--- src/hdl/adv_timer_pkg.sv ---
// What this block does
// - Enable bit 14 gates trigger DMA request
// - Enable bit 13 gates commutation DMA request
// - Enable bits 12..9 gate channel 4..1 DMA
// - Enable bit 8 gates update DMA request
// - Enable bits 7..0 gate interrupt sources
// - Status bit 18 latches counter, self-clears
// - Bits 17,16 are channel 6,5 compare flags
// - Over-capture flags set only in input mode
// - Brake-2 flag follows active brake input 2
// - Brake flag follows active brake input
// - Trigger flag: edge, or gated start/stop
// - Commutation event sets sticky commutation flag
// - Output compare match sets flag, not center-aligned
// - Compare above reload: flag on over/underflow
// - Capture sets flag; read or write clears
// - Channels 2..4 behave like channel 1
// - Repetition counter zero sets update flag
// - Update-generate reinit also sets update flag
// - Trigger reinit also sets update flag
// - Capture while flag set sets over-capture
// - Gated mode flag tracks counter starts, stops
// - Trigger-generate bit sets trigger flag, requests
package adv_timer_pkg;

  localparam logic [7:0] CTRL_OFFSET = 8'h00;
  localparam logic [7:0] ENABLE_OFFSET = 8'h0C;
  localparam logic [7:0] STATUS_OFFSET = 8'h10;
  localparam logic [7:0] EVGEN_OFFSET = 8'h14;
  localparam logic [7:0] LATCH_OFFSET = 8'h40;

  localparam logic [31:0] ENABLE_RESET = 32'h0000_0000;
  localparam logic [31:0] STATUS_RESET = 32'h0000_0000;
  localparam logic [1:0] CTRL_RESET = 2'h0;
  localparam logic [31:0] ENABLE_MASK = 32'h0000_7FFF;
  localparam logic [31:0] STATUS_MASK = 32'h0007_1FFF;

  // Request enable fields
  localparam int UPDATE_IRQ_EN_BIT = 0;
  localparam int CHAN_IRQ_EN_LSB = 1;
  localparam int COMM_IRQ_EN_BIT = 5;
  localparam int TRIG_IRQ_EN_BIT = 6;
  localparam int BRAKE_IRQ_EN_BIT = 7;
  localparam int UPDATE_DMA_EN_BIT = 8;
  localparam int CHAN_DMA_EN_LSB = 9;
  localparam int COMM_DMA_EN_BIT = 13;
  localparam int TRIG_DMA_EN_BIT = 14;

  // Event status fields
  localparam int UPDATE_FLAG_BIT = 0;
  localparam int CHAN_FLAG_LSB = 1;
  localparam int COMM_FLAG_BIT = 5;
  localparam int TRIG_FLAG_BIT = 6;
  localparam int BRAKE_FLAG_BIT = 7;
  localparam int BRAKE2_FLAG_BIT = 8;
  localparam int OVERCAP_FLAG_LSB = 9;
  localparam int CHAN5_FLAG_BIT = 16;
  localparam int CHAN6_FLAG_BIT = 17;
  localparam int READ_LATCH_BIT = 18;

  // Control fields
  localparam int UPDATE_DISABLE_BIT = 0;
  localparam int UPDATE_SOURCE_BIT = 1;

  // Event generation fields
  localparam int UPDATE_GEN_BIT = 0;
  localparam int CHAN_GEN_LSB = 1;
  localparam int TRIG_GEN_BIT = 6;
  localparam int BRAKE_GEN_BIT = 7;
  localparam int BRAKE2_GEN_BIT = 8;

  localparam logic [3:0] SLAVE_OFF = 4'h0;
  localparam logic [3:0] SLAVE_GATED = 4'h5;

  typedef struct packed {
    logic [31:0] enable;
    logic [31:0] status;
    logic [1:0] ctrl;
    logic [15:0] latchedCount;
    logic ack;
    logic [31:0] rdata;
    logic [1:0] brakeMeta;
    logic [1:0] brakeSync;
    logic updateDma;
    logic [3:0] chanDma;
    logic commDma;
    logic trigDma;
    logic updateGen;
  } state_t;

endpackage : adv_timer_pkg

--- src/hdl/adv_timer_event_flags.sv ---
`timescale 1ns/1ns
module adv_timer_event_flags
(
  input wire logic clk, // 100 MHz kernel clock
  input wire logic reset, // Async, active high
  input wire logic cyc_i, // Wishbone cycle
  input wire logic stb_i, // Wishbone strobe
  input wire logic we_i, // Wishbone write
  input wire logic [7:0] adr_i, // Byte address
  input wire logic [3:0] sel_i, // Byte enables
  input wire logic [31:0] dat_i, // Write data
  output logic [31:0] dat_o, // Read data
  output logic ack_o, // Wishbone ack
  input wire logic brakeIn, // Brake pin, active high
  input wire logic brake2In, // Brake 2 pin, active high
  input wire logic [3:0] slaveMode, // Slave mode select
  input wire logic trigEdge, // Valid trigger edge pulse
  input wire logic counterStartStop, // Gated start or stop pulse
  input wire logic trigReinit, // Trigger reinit pulse
  input wire logic commEvent, // Commutation update pulse
  input wire logic repZero, // Repetition counter zero pulse
  input wire logic countTick, // Counter step pulse
  input wire logic overflow, // Counter overflow pulse
  input wire logic underflow, // Counter underflow pulse
  input wire logic countDown, // Down-counting mode
  input wire logic centerAligned, // Center-aligned mode
  input wire logic [15:0] counterValue, // Live counter
  input wire logic [15:0] autoReloadValue, // Reload value
  input wire logic [5:0][15:0] compareValue, // Per-channel compare
  input wire logic [3:0] chanInputMode, // Channel 1..4 in capture
  input wire logic [3:0] chanCapture, // Capture pulses
  input wire logic [3:0] chanCaptureRead, // Capture register read pulses
  output logic irq, // Combined interrupt
  output logic updateDmaReq, // Update DMA request
  output logic [3:0] chanDmaReq, // Channel DMA requests
  output logic commDmaReq, // Commutation DMA request
  output logic trigDmaReq, // Trigger DMA request
  output logic updateGenPulse // Counter reinit to core
);
  import adv_timer_pkg::*;

  state_t state_reg;
  state_t state_next;

  logic access;
  logic wrTake;
  logic wrStatus;
  logic [31:0] wmask;
  logic [31:0] gen;
  logic [31:0] stClr;
  logic [31:0] setMask;
  logic [31:0] readClr;
  logic [31:0] irqMask;
  logic updateSet;
  logic trigSet;
  logic [5:0] cmpHit;
  logic [5:0] chanSet;
  logic [3:0] capEvt;
  logic [3:0] overSet;

  assign access = cyc_i && stb_i;
  // Write commits on the edge where the master sees ack
  assign wrTake = access && we_i && state_reg.ack;
  assign wrStatus = wrTake && (adr_i == STATUS_OFFSET);
  assign wmask = {{8{sel_i[3]}}, {8{sel_i[2]}}, {8{sel_i[1]}}, {8{sel_i[0]}}};
  assign gen = (wrTake && adr_i == EVGEN_OFFSET) ? (dat_i & wmask) : 32'h0000_0000;

  genvar c;
  generate
    for (c = 0; c < 6; c++)
    begin : chanGen
      // Above reload the equality never happens, so wrap events stand in
      assign cmpHit[c] = (compareValue[c] > autoReloadValue)
        ? ((overflow && !countDown) || (underflow && countDown))
        : (countTick && counterValue == compareValue[c] && !centerAligned);
      if (c < 4)
      begin : capGen
        assign capEvt[c] = chanInputMode[c] && (chanCapture[c] || gen[CHAN_GEN_LSB + c]);
        assign chanSet[c] = chanInputMode[c] ? capEvt[c]
          : (cmpHit[c] || gen[CHAN_GEN_LSB + c]);
        assign overSet[c] = capEvt[c] && state_reg.status[CHAN_FLAG_LSB + c];
      end
      else
      begin : outGen
        assign chanSet[c] = cmpHit[c];
      end
    end
  endgenerate

  always_comb
  begin
    state_next = state_reg;
    state_next.brakeMeta = {brake2In, brakeIn};
    state_next.brakeSync = state_reg.brakeMeta;

    state_next.ack = access && !state_reg.ack;
    state_next.rdata = 32'h0000_0000;
    if (access && !we_i && !state_reg.ack)
    begin
      case (adr_i)
        CTRL_OFFSET: state_next.rdata = {30'h0000_0000, state_reg.ctrl};
        ENABLE_OFFSET: state_next.rdata = state_reg.enable;
        STATUS_OFFSET: state_next.rdata = state_reg.status;
        LATCH_OFFSET: state_next.rdata = {16'h0000, state_reg.latchedCount};
        default: state_next.rdata = 32'h0000_0000;
      endcase
    end

    if (wrTake && adr_i == CTRL_OFFSET)
    begin
      state_next.ctrl = (state_reg.ctrl & ~wmask[1:0]) | (dat_i[1:0] & wmask[1:0]);
    end
    if (wrTake && adr_i == ENABLE_OFFSET)
    begin
      state_next.enable = ((state_reg.enable & ~wmask) | (dat_i & wmask)) & ENABLE_MASK;
    end

    // Writing 1 leaves a flag alone, only a 0 clears
    stClr = wrStatus ? (wmask & ~dat_i) : 32'h0000_0000;
    stClr[READ_LATCH_BIT] = 1'b0;
    readClr = 32'h0000_0000;
    readClr[CHAN_FLAG_LSB +: 4] = chanInputMode & chanCaptureRead;

    updateSet = !state_reg.ctrl[UPDATE_DISABLE_BIT] && (repZero
      || (!state_reg.ctrl[UPDATE_SOURCE_BIT]
      && (gen[UPDATE_GEN_BIT] || trigReinit)));
    if (slaveMode == SLAVE_GATED)
    begin
      trigSet = counterStartStop || gen[TRIG_GEN_BIT];
    end
    else
    begin
      trigSet = (slaveMode != SLAVE_OFF && trigEdge) || gen[TRIG_GEN_BIT];
    end

    setMask = 32'h0000_0000;
    setMask[UPDATE_FLAG_BIT] = updateSet;
    setMask[CHAN_FLAG_LSB +: 4] = chanSet[3:0];
    setMask[COMM_FLAG_BIT] = commEvent;
    setMask[TRIG_FLAG_BIT] = trigSet;
    // Level set keeps the flag up while the input stays active
    setMask[BRAKE_FLAG_BIT] = state_reg.brakeSync[0] || gen[BRAKE_GEN_BIT];
    setMask[BRAKE2_FLAG_BIT] = state_reg.brakeSync[1] || gen[BRAKE2_GEN_BIT];
    setMask[OVERCAP_FLAG_LSB +: 4] = overSet;
    setMask[CHAN5_FLAG_BIT] = chanSet[4];
    setMask[CHAN6_FLAG_BIT] = chanSet[5];

    // Set wins over any clear in the same cycle
    state_next.status = ((state_reg.status & ~stClr & ~readClr) | setMask) & STATUS_MASK;

    // Latch takes one cycle, then hardware drops the request
    if (state_reg.status[READ_LATCH_BIT])
    begin
      state_next.latchedCount = counterValue;
      state_next.status[READ_LATCH_BIT] = 1'b0;
    end
    if (wrStatus && wmask[READ_LATCH_BIT])
    begin
      state_next.status[READ_LATCH_BIT] = dat_i[READ_LATCH_BIT];
    end

    state_next.updateDma = updateSet && state_reg.enable[UPDATE_DMA_EN_BIT];
    state_next.chanDma = chanSet[3:0] & state_reg.enable[CHAN_DMA_EN_LSB +: 4];
    state_next.commDma = commEvent && state_reg.enable[COMM_DMA_EN_BIT];
    state_next.trigDma = trigSet && state_reg.enable[TRIG_DMA_EN_BIT];
    state_next.updateGen = gen[UPDATE_GEN_BIT];
  end

  always_ff @(posedge clk or posedge reset)
  begin
    if (reset)
    begin
      state_reg <= '0;
      state_reg.enable <= ENABLE_RESET;
      state_reg.status <= STATUS_RESET;
      state_reg.ctrl <= CTRL_RESET;
    end
    else
    begin
      state_reg <= state_next;
    end
  end

  always_comb
  begin
    irqMask = 32'h0000_0000;
    irqMask[UPDATE_FLAG_BIT] = state_reg.enable[UPDATE_IRQ_EN_BIT];
    irqMask[CHAN_FLAG_LSB +: 4] = state_reg.enable[CHAN_IRQ_EN_LSB +: 4];
    irqMask[COMM_FLAG_BIT] = state_reg.enable[COMM_IRQ_EN_BIT];
    irqMask[TRIG_FLAG_BIT] = state_reg.enable[TRIG_IRQ_EN_BIT];
    // One brake enable serves both brake flags
    irqMask[BRAKE_FLAG_BIT] = state_reg.enable[BRAKE_IRQ_EN_BIT];
    irqMask[BRAKE2_FLAG_BIT] = state_reg.enable[BRAKE_IRQ_EN_BIT];
  end

  assign irq = |(state_reg.status & irqMask);
  assign dat_o = state_reg.rdata;
  assign ack_o = state_reg.ack;
  assign updateDmaReq = state_reg.updateDma;
  assign chanDmaReq = state_reg.chanDma;
  assign commDmaReq = state_reg.commDma;
  assign trigDmaReq = state_reg.trigDma;
  assign updateGenPulse = state_reg.updateGen;
endmodule : adv_timer_event_flags

--- config.mk ---
export PLATFORM = sky130hd
export DESIGN_NAME = adv_timer_event_flags
export DESIGN_NICKNAME = d
export VERILOG_FILES = /design/src/hdl/adv_timer_pkg.sv /design/src/hdl/adv_timer_event_flags.sv
export SDC_FILE = /design/constraint.sdc
export NUM_CORES = 1
export LEC_CHECK = 0
export CORE_MARGIN = 2
export CORE_UTILIZATION = 52
export DETAILED_ROUTE_END_ITERATION = 8
export DONT_BUFFER_PORTS = 1
export PLACE_DENSITY = 0.67
export SETUP_SLACK_MARGIN = 0.4
export SLEW_MARGIN = 40
export SYNTH_ARGS = -nofsm -noshare
export SYNTH_HDL_FRONTEND = slang
export SYNTH_SLANG_ARGS = --single-unit
--- constraint.sdc ---
create_clock -name clk -period 2.65 [get_ports clk]
set_clock_uncertainty 0.2 [all_clocks]
set_input_delay 0.1325 -clock clk [delete_from_list [all_inputs] [get_ports clk]]
set_output_delay 0.1325 -clock clk [all_outputs]
set_load 0.02 [all_outputs]
# Yosys cells after proc, flatten, opt, wreduce, memory -nomap -nowiden
# Index checks and enable logic that the tools add are counted.
# totals
rom_bits	0
latch_bits	0
mem_bits_rw	0
memories	0
inputBits	205
ff_bits	94
# op_classes
order_cmp	6
n_addsub	0
div	0
bitwise	18
eq_ne	11
n_reduce_logical	63
mux	17
n_shift	0
n_mul	0
# ops
cell	count
16-bit == test	6
16-bit > comparator	6
19-bit one-hot mux with 4 select lines	1
1-bit logical AND	39
19-bit bitwise AND	2
32-bit two-way mux	1
32-bit OR reduction	1
15-bit bitwise AND	2
19-bit by 9-bit bitwise AND with 19-bit output	1
18-bit NOT with 19-bit output	1
5-bit NOT with 19-bit output	1
19-bit by 18-bit bitwise OR with 19-bit output	1
18-bit bitwise AND	1
18-bit two-way mux	1
18-bit NOT	1
8-bit by 5-bit == test with 1-bit output, second input constant	2
1-bit logical OR	15
15-bit NOT	1
15-bit bitwise OR	1
1-bit two-way mux	13
9-bit two-way mux	1
4-bit bitwise AND	2
8-bit by 4-bit == test with 1-bit output, second input constant	1
8-bit by 7-bit == test with 1-bit output, second input constant	1
7 further kinds	13

# Logic depth before layout (Yosys ltp)
# Gate-level depths: netlist of the first run.
# depth
ltp_word	12
mapped_depth	8
ltp_nobuf	8

# Least setup slack after synthesis of the first run
# No wires, ideal clock.
# synth_path
kind	in2reg
from	input port autoReloadValue[7]
to	register state_reg (netlist bit chanDmaReq[3])
setup_time_ns	0.080
slack_ns	0.597
n_path_buf	0
path_stages	8
arrival_time_ns	1.773
required_time_ns	2.370
path_cell_list	inv_1 > ha_1 > a21oi_1 > o21ai_0 > a221o_1 > o31ai_1 > mux2_4 > nor3b_2
# synth_rtl
element	line	text
from (decl)	adv_timer_event_flags.sv:28	input wire logic [15:0] autoReloadValue,
to (signal assigned)	adv_timer_event_flags.sv:180	state_reg <= state_next;
to (decl)	adv_timer_event_flags.sv:42	state_t state_reg;

==> results of run 1 <==
[critical path: stages (launching register included)]
cell and delay, ns:
dfrtp_2 0.47, and4_1 0.27, and4_4 0.21, buf_4 0.15, a22oi_1 0.20, o21ai_0 0.12
mux2_1 0.33, nand2b_1 0.16
[power by group through the flow]
stage / clock network, mW / registers [mW] / logic, mW
floorplan: 0 / 1.28 / 0.521
global placement: 0 / 1.29 / 0.591
detailed placement: 0 / 1.29 / 0.613
CTS: 1.39 / 1.26 / 0.710
global route: 1.45 / 1.27 / 0.806
finish: 1.38 / 1.27 / 0.728
[routing by layer]
metal  GRT usage, %  share of wire, %
met1           39.0                38
met2           54.7                47
met3           11.1                11
met4           14.8               4.1
met5              0             0.066
[synthesized netlist by cell type, types with 3 or more instances]
library cell  number  area share (%)
dfrtp_1           81              29
nand3_1           22             1.6
a21oi_1           49             3.5
buf_4             37             4.0
clkbuf_1           6            0.32
nand2b_1           5            0.45
nor3b_1            4            0.43
and2_1            10            0.89
xnor2_1           69             8.6
o31ai_1            3            0.32
o211ai_1          12             1.3
nor2b_1            9            0.80
ha_1              96              17
inv_1             27             1.4
o21a_1             4            0.43
a22oi_1            3            0.32
o41ai_1            4            0.50
o21ai_1            8            0.57
nand2_1           41             2.2
a21o_1             5            0.54
a21boi_1           4            0.43
a222oi_1          14             2.0
mux2_2            23             3.7
mux2_1            15             2.4
buf_2             18             1.3
nand4_1           29             2.6
and4_1             4            0.50
o21ai_0           23             1.6
and3_1             6            0.54
o21bai_1           4            0.43
xor2_1            27             3.4
nor4_1            12             1.1
nor2_1            29             1.6
nor3_1             8            0.57
[logic make-up after synthesis]
family                     after synthesis
AOI/OAI and AO/OA                      147
and+or+nand+nor                        186
adders and majority gates               96
muxes                                   41
buffers and inverters                   89
xor gates and xnor gates                96
DFF                                     81
other                                    1
[cell type report]
| class | instances | area, um2 | share of cell area, % |
|---|---|---|---|
| multi-input combinational | 579 | 4540 | 56.4 |
| sequential | 81 | 2030 | 25.2 |
| timing repair buffer | 82 | 818 | 10.2 |
| clock buffer | 9 | 225 | 2.80 |
| tap | 176 | 220 | 2.74 |
| inverter | 27 | 109 | 1.35 |
| clock inverter | 7 | 105 | 1.31 |
[timing repair]
| item | CTS | global route |
|---|---|---|
| gates resized for setup | 2 | 5 |
| buffers inserted | 0 | 1 |
| endpoints found under the setup margin | 3 | 6 |
| hold buffers | 66 | 2 |
| hold endpoints to repair | 98 | 1 |
| pin swaps | 0 | 1 |
[how the worst max path moves through the flow]
| stage | from | to | slack, ns | cells after the start |
|---|---|---|---|---|
| after floorplan | autoReloadValue[7] | chanDmaReq[3] | 0.60 | 8 |
| after global placement | autoReloadValue[5] | chanDmaReq[3] | 0.17 | 9 |
| after detailed placement | autoReloadValue[5] | chanDmaReq[3] | 0.14 | 9 |
| after CTS | adr_i[5] | chanDmaReq[2] | 0.42 | 7 |
| after global routing | adr_i[5] | chanDmaReq[2] | 0.35 | 7 |
| final | ack_o | state_reg[64] | 0.42 | 7 |
==> results.md, run 1 <==
- Global-route wire length before repair: 35900 um
- Hold crit path type: input pin to flip-flop
- Setup crit start kind: flip-flop
- Distinct cells, synth: 54
- Flop pwr share: 37.5%
- Period minus WS final: 2.23 ns
- Combinational Power Share: 21.6%
- Most common cell after layout, fill and taps aside: ha_1
- Initial cell density of the core: 53.2%
- Largest family of logic cells by synthesized area: adder cells
- RSZ-0062 raised after global routing: true
- Simple-gate share of the synthesized area: 14.4%
- WP data required: 2.67 ns
- XOR/XNOR Fraction of Synth Area: 12.0%
- EDFF count, synth: 0
- Pre-Repair DR Iteration Count: 8
- GRT Overall Usage: 33.1%
- Port bufs: 0
- Internal power: 2.45 mW
- Syn Area/Cell: 9.51 um2
- Placed insts: 875
- Max cap viols: 0
- Num CTS Buffers: 9
- Clock latency on the worst-skew pair: 0.34 ns
- Hold Fails Final Rpt: 0
- Filler Cells Inserted: 1106
- Root buf cell: clkbuf_16
- Die ar.: 14400 um2
- Row count: 42
- Largest net degree at the start of global routing: 48
- Gpl congestion: 0.974
- Max-slew violation count: 0
- Final setup viols: 0
- # IOs: 247
- Post-Syn Area: 7010 um2
- Flop-to-flop setup slack: 0.42 ns
- Minimum hold slack: 0.0225 ns
- Worst R2R Start: ack_o
- Number of vias per cell: 6.38
- Sequential area share after synthesis: 28.9%
- Synth warnings: 0
- Core Util, Final: 61.0%
- Pwr/cell area: 419 nW/um2
- Ys flop type: dfrtp_1
- Reg2reg path depth: 7
- Die span in y: 120 um
- Min-delay src: chanInputMode[3]
- CTS Buffer Depth: 2
- Synth Area in Adders: 17.1%
- RR Endpoint: state_reg[64]
- Initial antenna violation count: 1
- CTS tree: yes
- Total power: 3.37 mW
- Worst vdd ir: 0.336 mV
- Post-route ant nets: 0
- DR DRC count: 0
- WS Path Type: flip-flop to flip-flop
- Crit end category: flip-flop
- Post-synthesis async set-or-reset flop share: 100%
- Clk slew on worst S/H paths: 0.07 ns
- Hold-critical path depth: 3
- LEAKAGE: 3.54 nW
- Wire length per cell: 25.3 um
- Sink count of the clock tree: 81
- Pre-CTS WS: 0.135 ns
- Gr ovfl total: 0
- Max Clk Rate: 448 MHz
- Post-route clock period utilization: 84.2%
- Core Footprint: 13200 um2
- Max-slew headroom: 53.4%
- Dpl cell area: 6980 um2
- Clk network pwr share: 40.9%
- Synth Area in Compound Gates: 13.7%
- # nets final: 1081
- Setup ws final: 0.420 ns
- Vias: 6128
- Initial DRC Count: 484
- Sw Ratio: 27.3%
- Outcome: completed
- Die W: 120 um
- Post-Syn Instances: 737
- Antenna cell count: 0
- H-tree level count: 3
- Final WL: 24300 um
- WP data arrival: 2.25 ns
- Number of global-route vias before repair: 6477
- Portion of netlist area occupied by mux cells: 6.60%
- Slew @ Worst Pin: 0.700 ns
- Switching pwr: 921 uW
- DP HPWL: 18300 um
- Most frequent cells in the layout: ha_1, dfrtp_1, xnor2_1, dlygate4sd3_1, a21oi_1
- Area Overhead vs Synth: 14.8%
- Setup TNS: 0 ns
- Worst Hold End: chanDmaReq[3]
- Critical path fanouts, max: 6
- Share of layout cells above drive strength 1: 8.41%
- Post-route cell area: 8050 um2
- Final std cells w/o fill: 961
- Post-synthesis sequential element count: 81
Note: power is estimated with default switching activity, not from simulation.
==> run 2, diff against run 1 <==
Settings changed: ABC_AREA set to 1, PLACE_DENSITY 0.67 to 0.7.
Clock period 2.65 ns to 2 ns, I/O delays scaled along.
==> run 2 against run 1 <==
  * The flow now finishes with violations (negative hold slack)
  * Critical path depth increased by 2
  * Cell count grew 34%
  * Setup slack worse by 0.16 ns
  * Largest cell class unchanged
  * Utilization grew 4.6 points
  * Maximum frequency is 28% higher
  * Combinational power increased by 51%
  * Power grew 36%
  * Sequential share of layout area is 2.9 points lower
==> results.md, run 2 <==
- Synth cell count leaders: nand2_1, inv_1, ha_1, nor2_1, dfrtp_1 (was ha_1, dfrtp_1, xnor2_1, a21oi_1, nand2_1)
- LEAKAGE: 4.50 nW (was 3.54 nW)
- Post-Syn Area: 7350 um2 (was 7010 um2)
- Sink count of the clock tree: 81 (unchanged)
- Die ar.: 15100 um2 (was 14400 um2)
- Post-route ant nets: 0 (unchanged)
- Num CTS Buffers: 9 (unchanged)
- Largest net degree at the start of global routing: 36 (was 48)
- Critical Path Start: ack_o (unchanged)
- Worst vdd ir: 0.439 mV (was 0.336 mV)
- Cell count along the critical path: 9 (was 7)
- Port bufs: 0 (unchanged)
- Failing checks: negative hold slack
- Max Clk Rate: 574 MHz (was 448 MHz)
- Synth top area share: 27.6% (was 28.9%)
- H-tree level count: 3 (unchanged)
- Min-delay src: adr_i[3] (was chanInputMode[3])
- # nets final: 1407 (was 1081)
- Initial DRC Count: 645 (was 484)
- Outcome: finished, violations left (was completed)
- Row count: 43 (was 42)
- Core Footprint: 13800 um2 (was 13200 um2)
- Largest cells by area after synthesis: dfrtp_1, ha_1, nand2_1, inv_1, nor2_1 (was dfrtp_1, ha_1, xnor2_1, buf_4, mux2_2)
- Number of global-route vias before repair: 7513 (was 6477)
- Worst-path cell chain: nand4_1 -> inv_2 -> nand4_4 -> buf_6 -> nor2_4 -> inv_2 -> nand3_2 -> nand2_2 -> a21oi_2 (was and4_1 -> and4_4 -> buf_4 -> a22oi_1 -> o21ai_0 -> mux2_1 -> nand2b_1)
- WP data arrival: 1.81 ns (was 2.25 ns)
- Final WL: 26300 um (was 24300 um)
- Crit-path max cell delay: 0.34 ns (was 0.47 ns)
- WS Path Type: flip-flop to flip-flop (unchanged)
- Worst path most repeated cell: inv_2
- Gpl congestion: 1.00 (was 0.974)
- Gr ovfl total: 0 (unchanged)
- Most frequent cells in the layout: nand2_1, inv_1, ha_1, dlygate4sd3_1, dfrtp_1 (was ha_1, dfrtp_1, xnor2_1, dlygate4sd3_1, a21oi_1)
- Post-Syn Instances: 1019 (was 737)
- Sequential area share after synthesis: 27.6% (was 28.9%)
- Hold crit path type: input pin to flip-flop (unchanged)
- Setup TNS: 0 ns (unchanged)
- Filler Cells Inserted: 1214 (was 1106)
- Post-route clock period utilization: 87.1% (was 84.2%)
- Clk slew on worst S/H paths: 0.06 ns (was 0.07 ns)
- # IOs: 247 (unchanged)
- Max-slew headroom: 65.2% (was 53.4%)
- Crit end category: flip-flop (unchanged)
- Pre-CTS WS: 0.126 ns (was 0.135 ns)
- Area Overhead vs Synth: 23.5% (was 14.8%)
- Syn Area/Cell: 7.21 um2 (was 9.51 um2)
- Minimum hold slack: -0.0308 ns (was 0.0225 ns)
- Buffers and inverters on the worst path: 3 (was 1)
- Number of vias per cell: 5.77 (was 6.38)
- Setup ws final: 0.257 ns (was 0.420 ns)
- CTS tree: yes (unchanged)
- Share of layout cells above drive strength 1: 12.5% (was 8.41%)
- Vias: 7448 (was 6128)
- Die W: 123 um (was 120 um)
- Synth area leader: dfrtp_1 (unchanged)
- Root buf cell: clkbuf_16 (unchanged)
- EDFF count, synth: 0 (unchanged)
- Setup crit start kind: flip-flop (unchanged)
- Clock latency on the worst-skew pair: 0.34 ns (about the same)
- Hold Fails Final Rpt: 2 (was 0)
- Slew @ Worst Pin: 0.521 ns (was 0.700 ns)
- Global-route wire length before repair: 38500 um (was 35900 um)
- Distinct cells, synth: 44 (was 54)
- Max-slew violation count: 0 (unchanged)
- Worst R2R Start: ack_o (unchanged)
- Ys flop type: dfrtp_1 (unchanged)
- CTS Buffer Depth: 2 (unchanged)
- GRT Overall Usage: 34.0% (was 33.1%)
- DP HPWL: 19400 um (was 18300 um)
- CP top delay family: simple AND/OR/NAND/NOR gates (unchanged)
- Most common cell in the netlist: nand2_1 (was ha_1)
- Max cap viols: 0 (unchanged)
- Period minus WS final: 1.74 ns (was 2.23 ns)
- Die span in y: 123 um (was 120 um)
- Final setup viols: 0 (unchanged)
- DR DRC count: 0 (unchanged)
- Cts hold-fix bufs: 83 (was 66)
- Initial cell density of the core: 53.1% (was 53.2%)
- Most common cell after layout, fill and taps aside: nand2_1 (was ha_1)
- Pwr/cell area: 504 nW/um2 (was 419 nW/um2)
- Pre-Repair DR Iteration Count: 5 (was 8)
- Crit path max-delay cell type: dfrtp_1 (was dfrtp_2)
- Hold-critical path depth: 4 (was 3)
- Reg2reg path depth: 9 (was 7)
- Initial antenna violation count: 0 (was 1)
- Synth warnings: 0 (unchanged)
- Antenna cell count: 0 (unchanged)
- RSZ-0062 raised after global routing: true (unchanged)
- Critical path fanouts, max: 5 (was 6)
- WP data required: 2.07 ns (was 2.67 ns)
- Post-synthesis sequential element count: 81 (unchanged)
- Post-synthesis async set-or-reset flop share: 100% (unchanged)
- Wire length per cell: 20.4 um (was 25.3 um)
[run 2: final cells by class]
cell class	count	area, um2	area share, %
multi-input combinational	762	4820	53.2
sequential	81	2030	22.3
timing repair buffer	119	1160	12.8
inverter	133	513	5.66
clock buffer	10	229	2.52
tap	180	225	2.48
clock inverter	6	90.1	0.993
[run 2: kinds of logic after synthesis]
kind of cell | synth area share, %
muxes | 0.920
buffers and inverters | 11.9
other | 0.0510
and+or+nand+nor | 25.6
AOI/OAI and AO/OA | 13.1
DFF | 27.6
adders and majority gates | 16.4
xor gates and xnor gates | 4.53
[run 2: layer usage]
metal / track usage (%) / part of all wire (%) / wire length (um)
met1: 35.6 / 34 / 9050
met2: 60.5 / 50 / 13200
met3: 9.62 / 9.6 / 2530
met4: 19.4 / 5.7 / 1500
met5: 0 / 0 / 0
[run 2: report_power, final]
part           total [mW]  switching, mW  internal, mW  leakage, nW
logic                1.10          0.627         0.474         3.41
registers            1.70         0.0312          1.66        0.933
clock network        1.77          0.676          1.10        0.153
[run 2: stage by stage]
stage | area [um2] | util (%) | power, mW | instances | hold WS (ns)
after floorplan | 7390 | - | 2.43 | 1031 | -0.0686
after global placement | 7420 | 53.7 | 2.57 | 1175 | -0.163
after detailed placement | 7420 | 53.7 | 2.59 | 1175 | -0.162
after CTS | 8770 | 63.4 | 4.51 | 1282 | -0.0887
after global routing | 9070 | 65.6 | 4.80 | 1291 | -0.0402
final | 9070 | 65.6 | 4.57 | 1291 | -0.0308
[run 2: repair_timing]
| item | CTS | global route |
|---|---|---|
| pin swaps | 13 | 19 |
| hold endpoints to repair | 147 | 1 |
| gates resized for setup | 39 | 71 |
| cloned | 1 | 0 |
| endpoints found under the setup margin | 45 | 52 |
| setup buffers | 7 | 9 |
[run 2: final timing paths]
path | to | slack (ns)
worst max-delay path | chanDmaReq[1] | 0.26
worst min-delay path | updateGenPulse | -0.03
worst max register to register | chanDmaReq[1] | 0.26
worst min register to register | state_reg[8] | 0.16
max in group asynchronous | async pin | 0.99
min in group asynchronous | async pin | 0.08
[run 2: tightest hold or removal path: cells and delay by family]
kind,cells,cell delay [ns]
and+or+nand+nor,3,0.23
buffers and inverters,1,0.13
==> run 3, diff against run 2 <==
Settings changed: PLACE_DENSITY 0.7 to 0.71.
==> run 3 against run 2 <==
  * Power shrank 2.0%
  * Sequential power hardly changed
  * Via count up 1.6%
  * Combinational power is essentially flat
  * Critical endpoint is now chanDmaReq[0]
  * The run still ends with negative hold slack left
==> results.md, run 3 (synthesis results as in run 2) <==
- Outcome: finished, violations left (unchanged)
- Failing checks: negative hold slack (unchanged)
- Number of vias per cell: 5.87 (was 5.77)
- CTS Buffer Depth: 2 (unchanged)
- Most common cell after layout, fill and taps aside: nand2_1 (unchanged)
- GRT Overall Usage: 34.6% (was 34.0%)
- Die span in y: 123 um (unchanged)
- Core Util, Final: 65.1% (was 65.6%)
- Setup ws final: 0.221 ns (was 0.257 ns)
- Register Area: 2030 um2 (about the same)
- Port bufs: 0 (unchanged)
- Number of global-route vias before repair: 7568 (was 7513)
- DP HPWL: 19700 um (was 19400 um)
- Initial DRC Count: 734 (was 645)
- CP top delay family: simple AND/OR/NAND/NOR gates (unchanged)
- Num CTS Buffers: 9 (unchanged)
- Crit end category: flip-flop (unchanged)
- Final setup viols: 0 (unchanged)
- Hold Fails Final Rpt: 2 (unchanged)
- Die W: 123 um (unchanged)
- Critical path fanouts, max: 5 (unchanged)
- Internal power: 3.12 mW (was 3.24 mW)
- Gr ovfl total: 0 (unchanged)
- Gr busiest metal: met2 (unchanged)
- Post-route ant nets: 0 (unchanged)
- Met2 Track Usage GR: 58.9% (was 60.5%)
- Minimum hold slack: -0.156 ns (was -0.0308 ns)
- Largest net degree at the start of global routing: 82 (was 36)
- Max-slew violation count: 0 (unchanged)
- Combinational Power Share: 24.9% (was 24.1%)
- Post-route clock period utilization: 88.9% (was 87.1%)
- Sink count of the clock tree: 81 (unchanged)
- # nets final: 1404 (was 1407)
- LEAKAGE: 4.40 nW (was 4.50 nW)
- Max cap viols: 0 (unchanged)
- Final WL: 27000 um (was 26300 um)
- Die ar.: 15100 um2 (unchanged)
- DR DRC count: 0 (unchanged)
- Vias: 7565 (was 7448)
- Row count: 43 (unchanged)
- Wire length per cell: 21.0 um (was 20.4 um)
- H-tree level count: 3 (unchanged)
- Setup crit start kind: flip-flop (unchanged)
- Period minus WS final: 1.78 ns (was 1.74 ns)
- Global-route wire length before repair: 38800 um (was 38500 um)
- Clock latency on the worst-skew pair: 0.34 ns (about the same)
- Clk slew on worst S/H paths: 0.07 ns (was 0.06 ns)
- Share of layout cells above drive strength 1: 12.7% (was 12.5%)
- Pwr/cell area: 498 nW/um2 (was 504 nW/um2)
- Worst path most repeated cell: inv_2 (unchanged)
- Setup TNS: 0 ns (unchanged)
- Flop pwr share: 37.8% (was 37.1%)
- Crit path max-delay cell type: dfrtp_1 (unchanged)
- Worst vdd ir: 0.354 mV (was 0.439 mV)
- WP data required: 2.06 ns (was 2.07 ns)
- Area Overhead vs Synth: 22.5% (was 23.5%)
- Initial antenna violation count: 1 (was 0)
- Dpl cell area: 7440 um2 (was 7420 um2)
- CTS tree: yes (unchanged)
- Root buf cell: clkbuf_16 (unchanged)
- WP data arrival: 1.84 ns (was 1.81 ns)
- Pre-CTS WS: 0.0957 ns (was 0.126 ns)
- Max Clk Rate: 562 MHz (was 574 MHz)
- Core Footprint: 13800 um2 (unchanged)
- M1 GR Usage: 37.6% (was 35.6%)
- Multi-input gate area: 4780 um2 (was 4820 um2)
- Crit-path max cell delay: 0.36 ns (was 0.34 ns)
- Worst-path cell chain: nand4_1 -> inv_2 -> nand4_4 -> buf_4 -> nor2_4 -> inv_2 -> nand3_2 -> nand2_2 -> a21oi_1 (was nand4_1 -> inv_2 -> nand4_4 -> buf_6 -> nor2_4 -> inv_2 -> nand3_2 -> nand2_2 -> a21oi_2)
- Most frequent cells in the layout: nand2_1, inv_1, ha_1, nor2_1, dlygate4sd3_1 (was nand2_1, inv_1, ha_1, dlygate4sd3_1, dfrtp_1)
- Post-route cell area: 9000 um2 (was 9070 um2)
- Initial cell density of the core: 53.1% (unchanged)
- Pre-Repair DR Iteration Count: 5 (unchanged)
- Buffers and inverters on the worst path: 3 (unchanged)
- Global Route met3 Usage: 11.9% (was 9.62%)
- Gpl congestion: 0.965 (was 1.00)
- # IOs: 247 (unchanged)
- Hold crit path type: input pin to flip-flop (unchanged)
- Switching pwr: 1.35 mW (was 1.33 mW)
- Filler Cells Inserted: 1191 (was 1214)
- Sw Ratio: 30.2% (was 29.2%)
- Clk network pwr share: 37.3% (was 38.8%)
- RSZ-0062 raised after global routing: true (unchanged)
- WS Path Type: flip-flop to flip-flop (unchanged)
## run 3: cell types whose count changed in the layout (fill, tap and decap cells not counted), sizes merged
| cell | delta |
|---|---|
| o21ai | -1 |
| clkinv | +1 |
| clkinvlp | +5 |
| diode | +1 |
| bufinv | -1 |
| inv | -4 |
| buf | -2 |
| dlygate4sd3 | -1 |
## run 3: power by group through the flow
stage	clock network, mW	registers, mW	logic (mW)
final	1.67	1.69	1.11
after global routing	1.74	1.70	1.25
after CTS	1.67	1.69	1.04
after detailed placement	0	1.72	0.877
after global placement	0	1.72	0.856
after floorplan	0	1.71	0.722
## run 3: repair_timing
action	4_1_cts	5_1_grt
pin swaps	7	17
endpoints found under the setup margin	53	53
hold buffers	81	2
endpoints found under the hold margin	146	5
setup buffers	4	8
resized for setup	35	63
cloned	1	0
## run 3: worst min-delay path: cells and delay by family
| kind | cells | cell delay [ns] |
|---|---|---|
| simple gates | 3 | 0.24 |
## run 3: path summary, 6_finish.rpt
check	start	to	slack (ns)	cells after the start
max in group asynchronous	reset	dat_o[12]	1.08	3
worst min-delay path	adr_i[3]	updateGenPulse	-0.16	3
min in group asynchronous	reset	updateGenPulse	0.13	3
worst max-delay path	ack_o	chanDmaReq[0]	0.22	9
worst max register to register	ack_o	chanDmaReq[0]	0.22	9
worst min register to register	state_next[9]	state_reg[9]	0.15	0
## run 3: through the flow
| stage | cells | total power, mW |
|---|---|---|
| finish | 1289 | 4.48 |
| global route | 1289 | 4.69 |
| CTS | 1279 | 4.41 |
| detailed placement | 1177 | 2.60 |
| global placement | 1177 | 2.58 |
| floorplan | 1031 | 2.43 |
## run 3: routing by layer
metal	share of wire, %	vias to the layer above	routed length, um
met4	5.9	0	1590
li1	-	3489	-
met1	36	3516	9620
met3	11	111	2930
met2	48	449	12900
met5	0	-	0
## run 3: final cells by class
cell class / instances / area share, %
Multi-Input combinational cell: 761 / 53.1
Clock buffer: 10 / 2.54
Timing Repair Buffer: 116 / 12.6
Clock inverter: 6 / 0.737
Inverter: 133 / 5.80
Sequential cell: 81 / 22.5
Timing Repair inverter: 1 / 0.0834
Antenna cell: 1 / 0.0278
Tap cell: 180 / 2.50
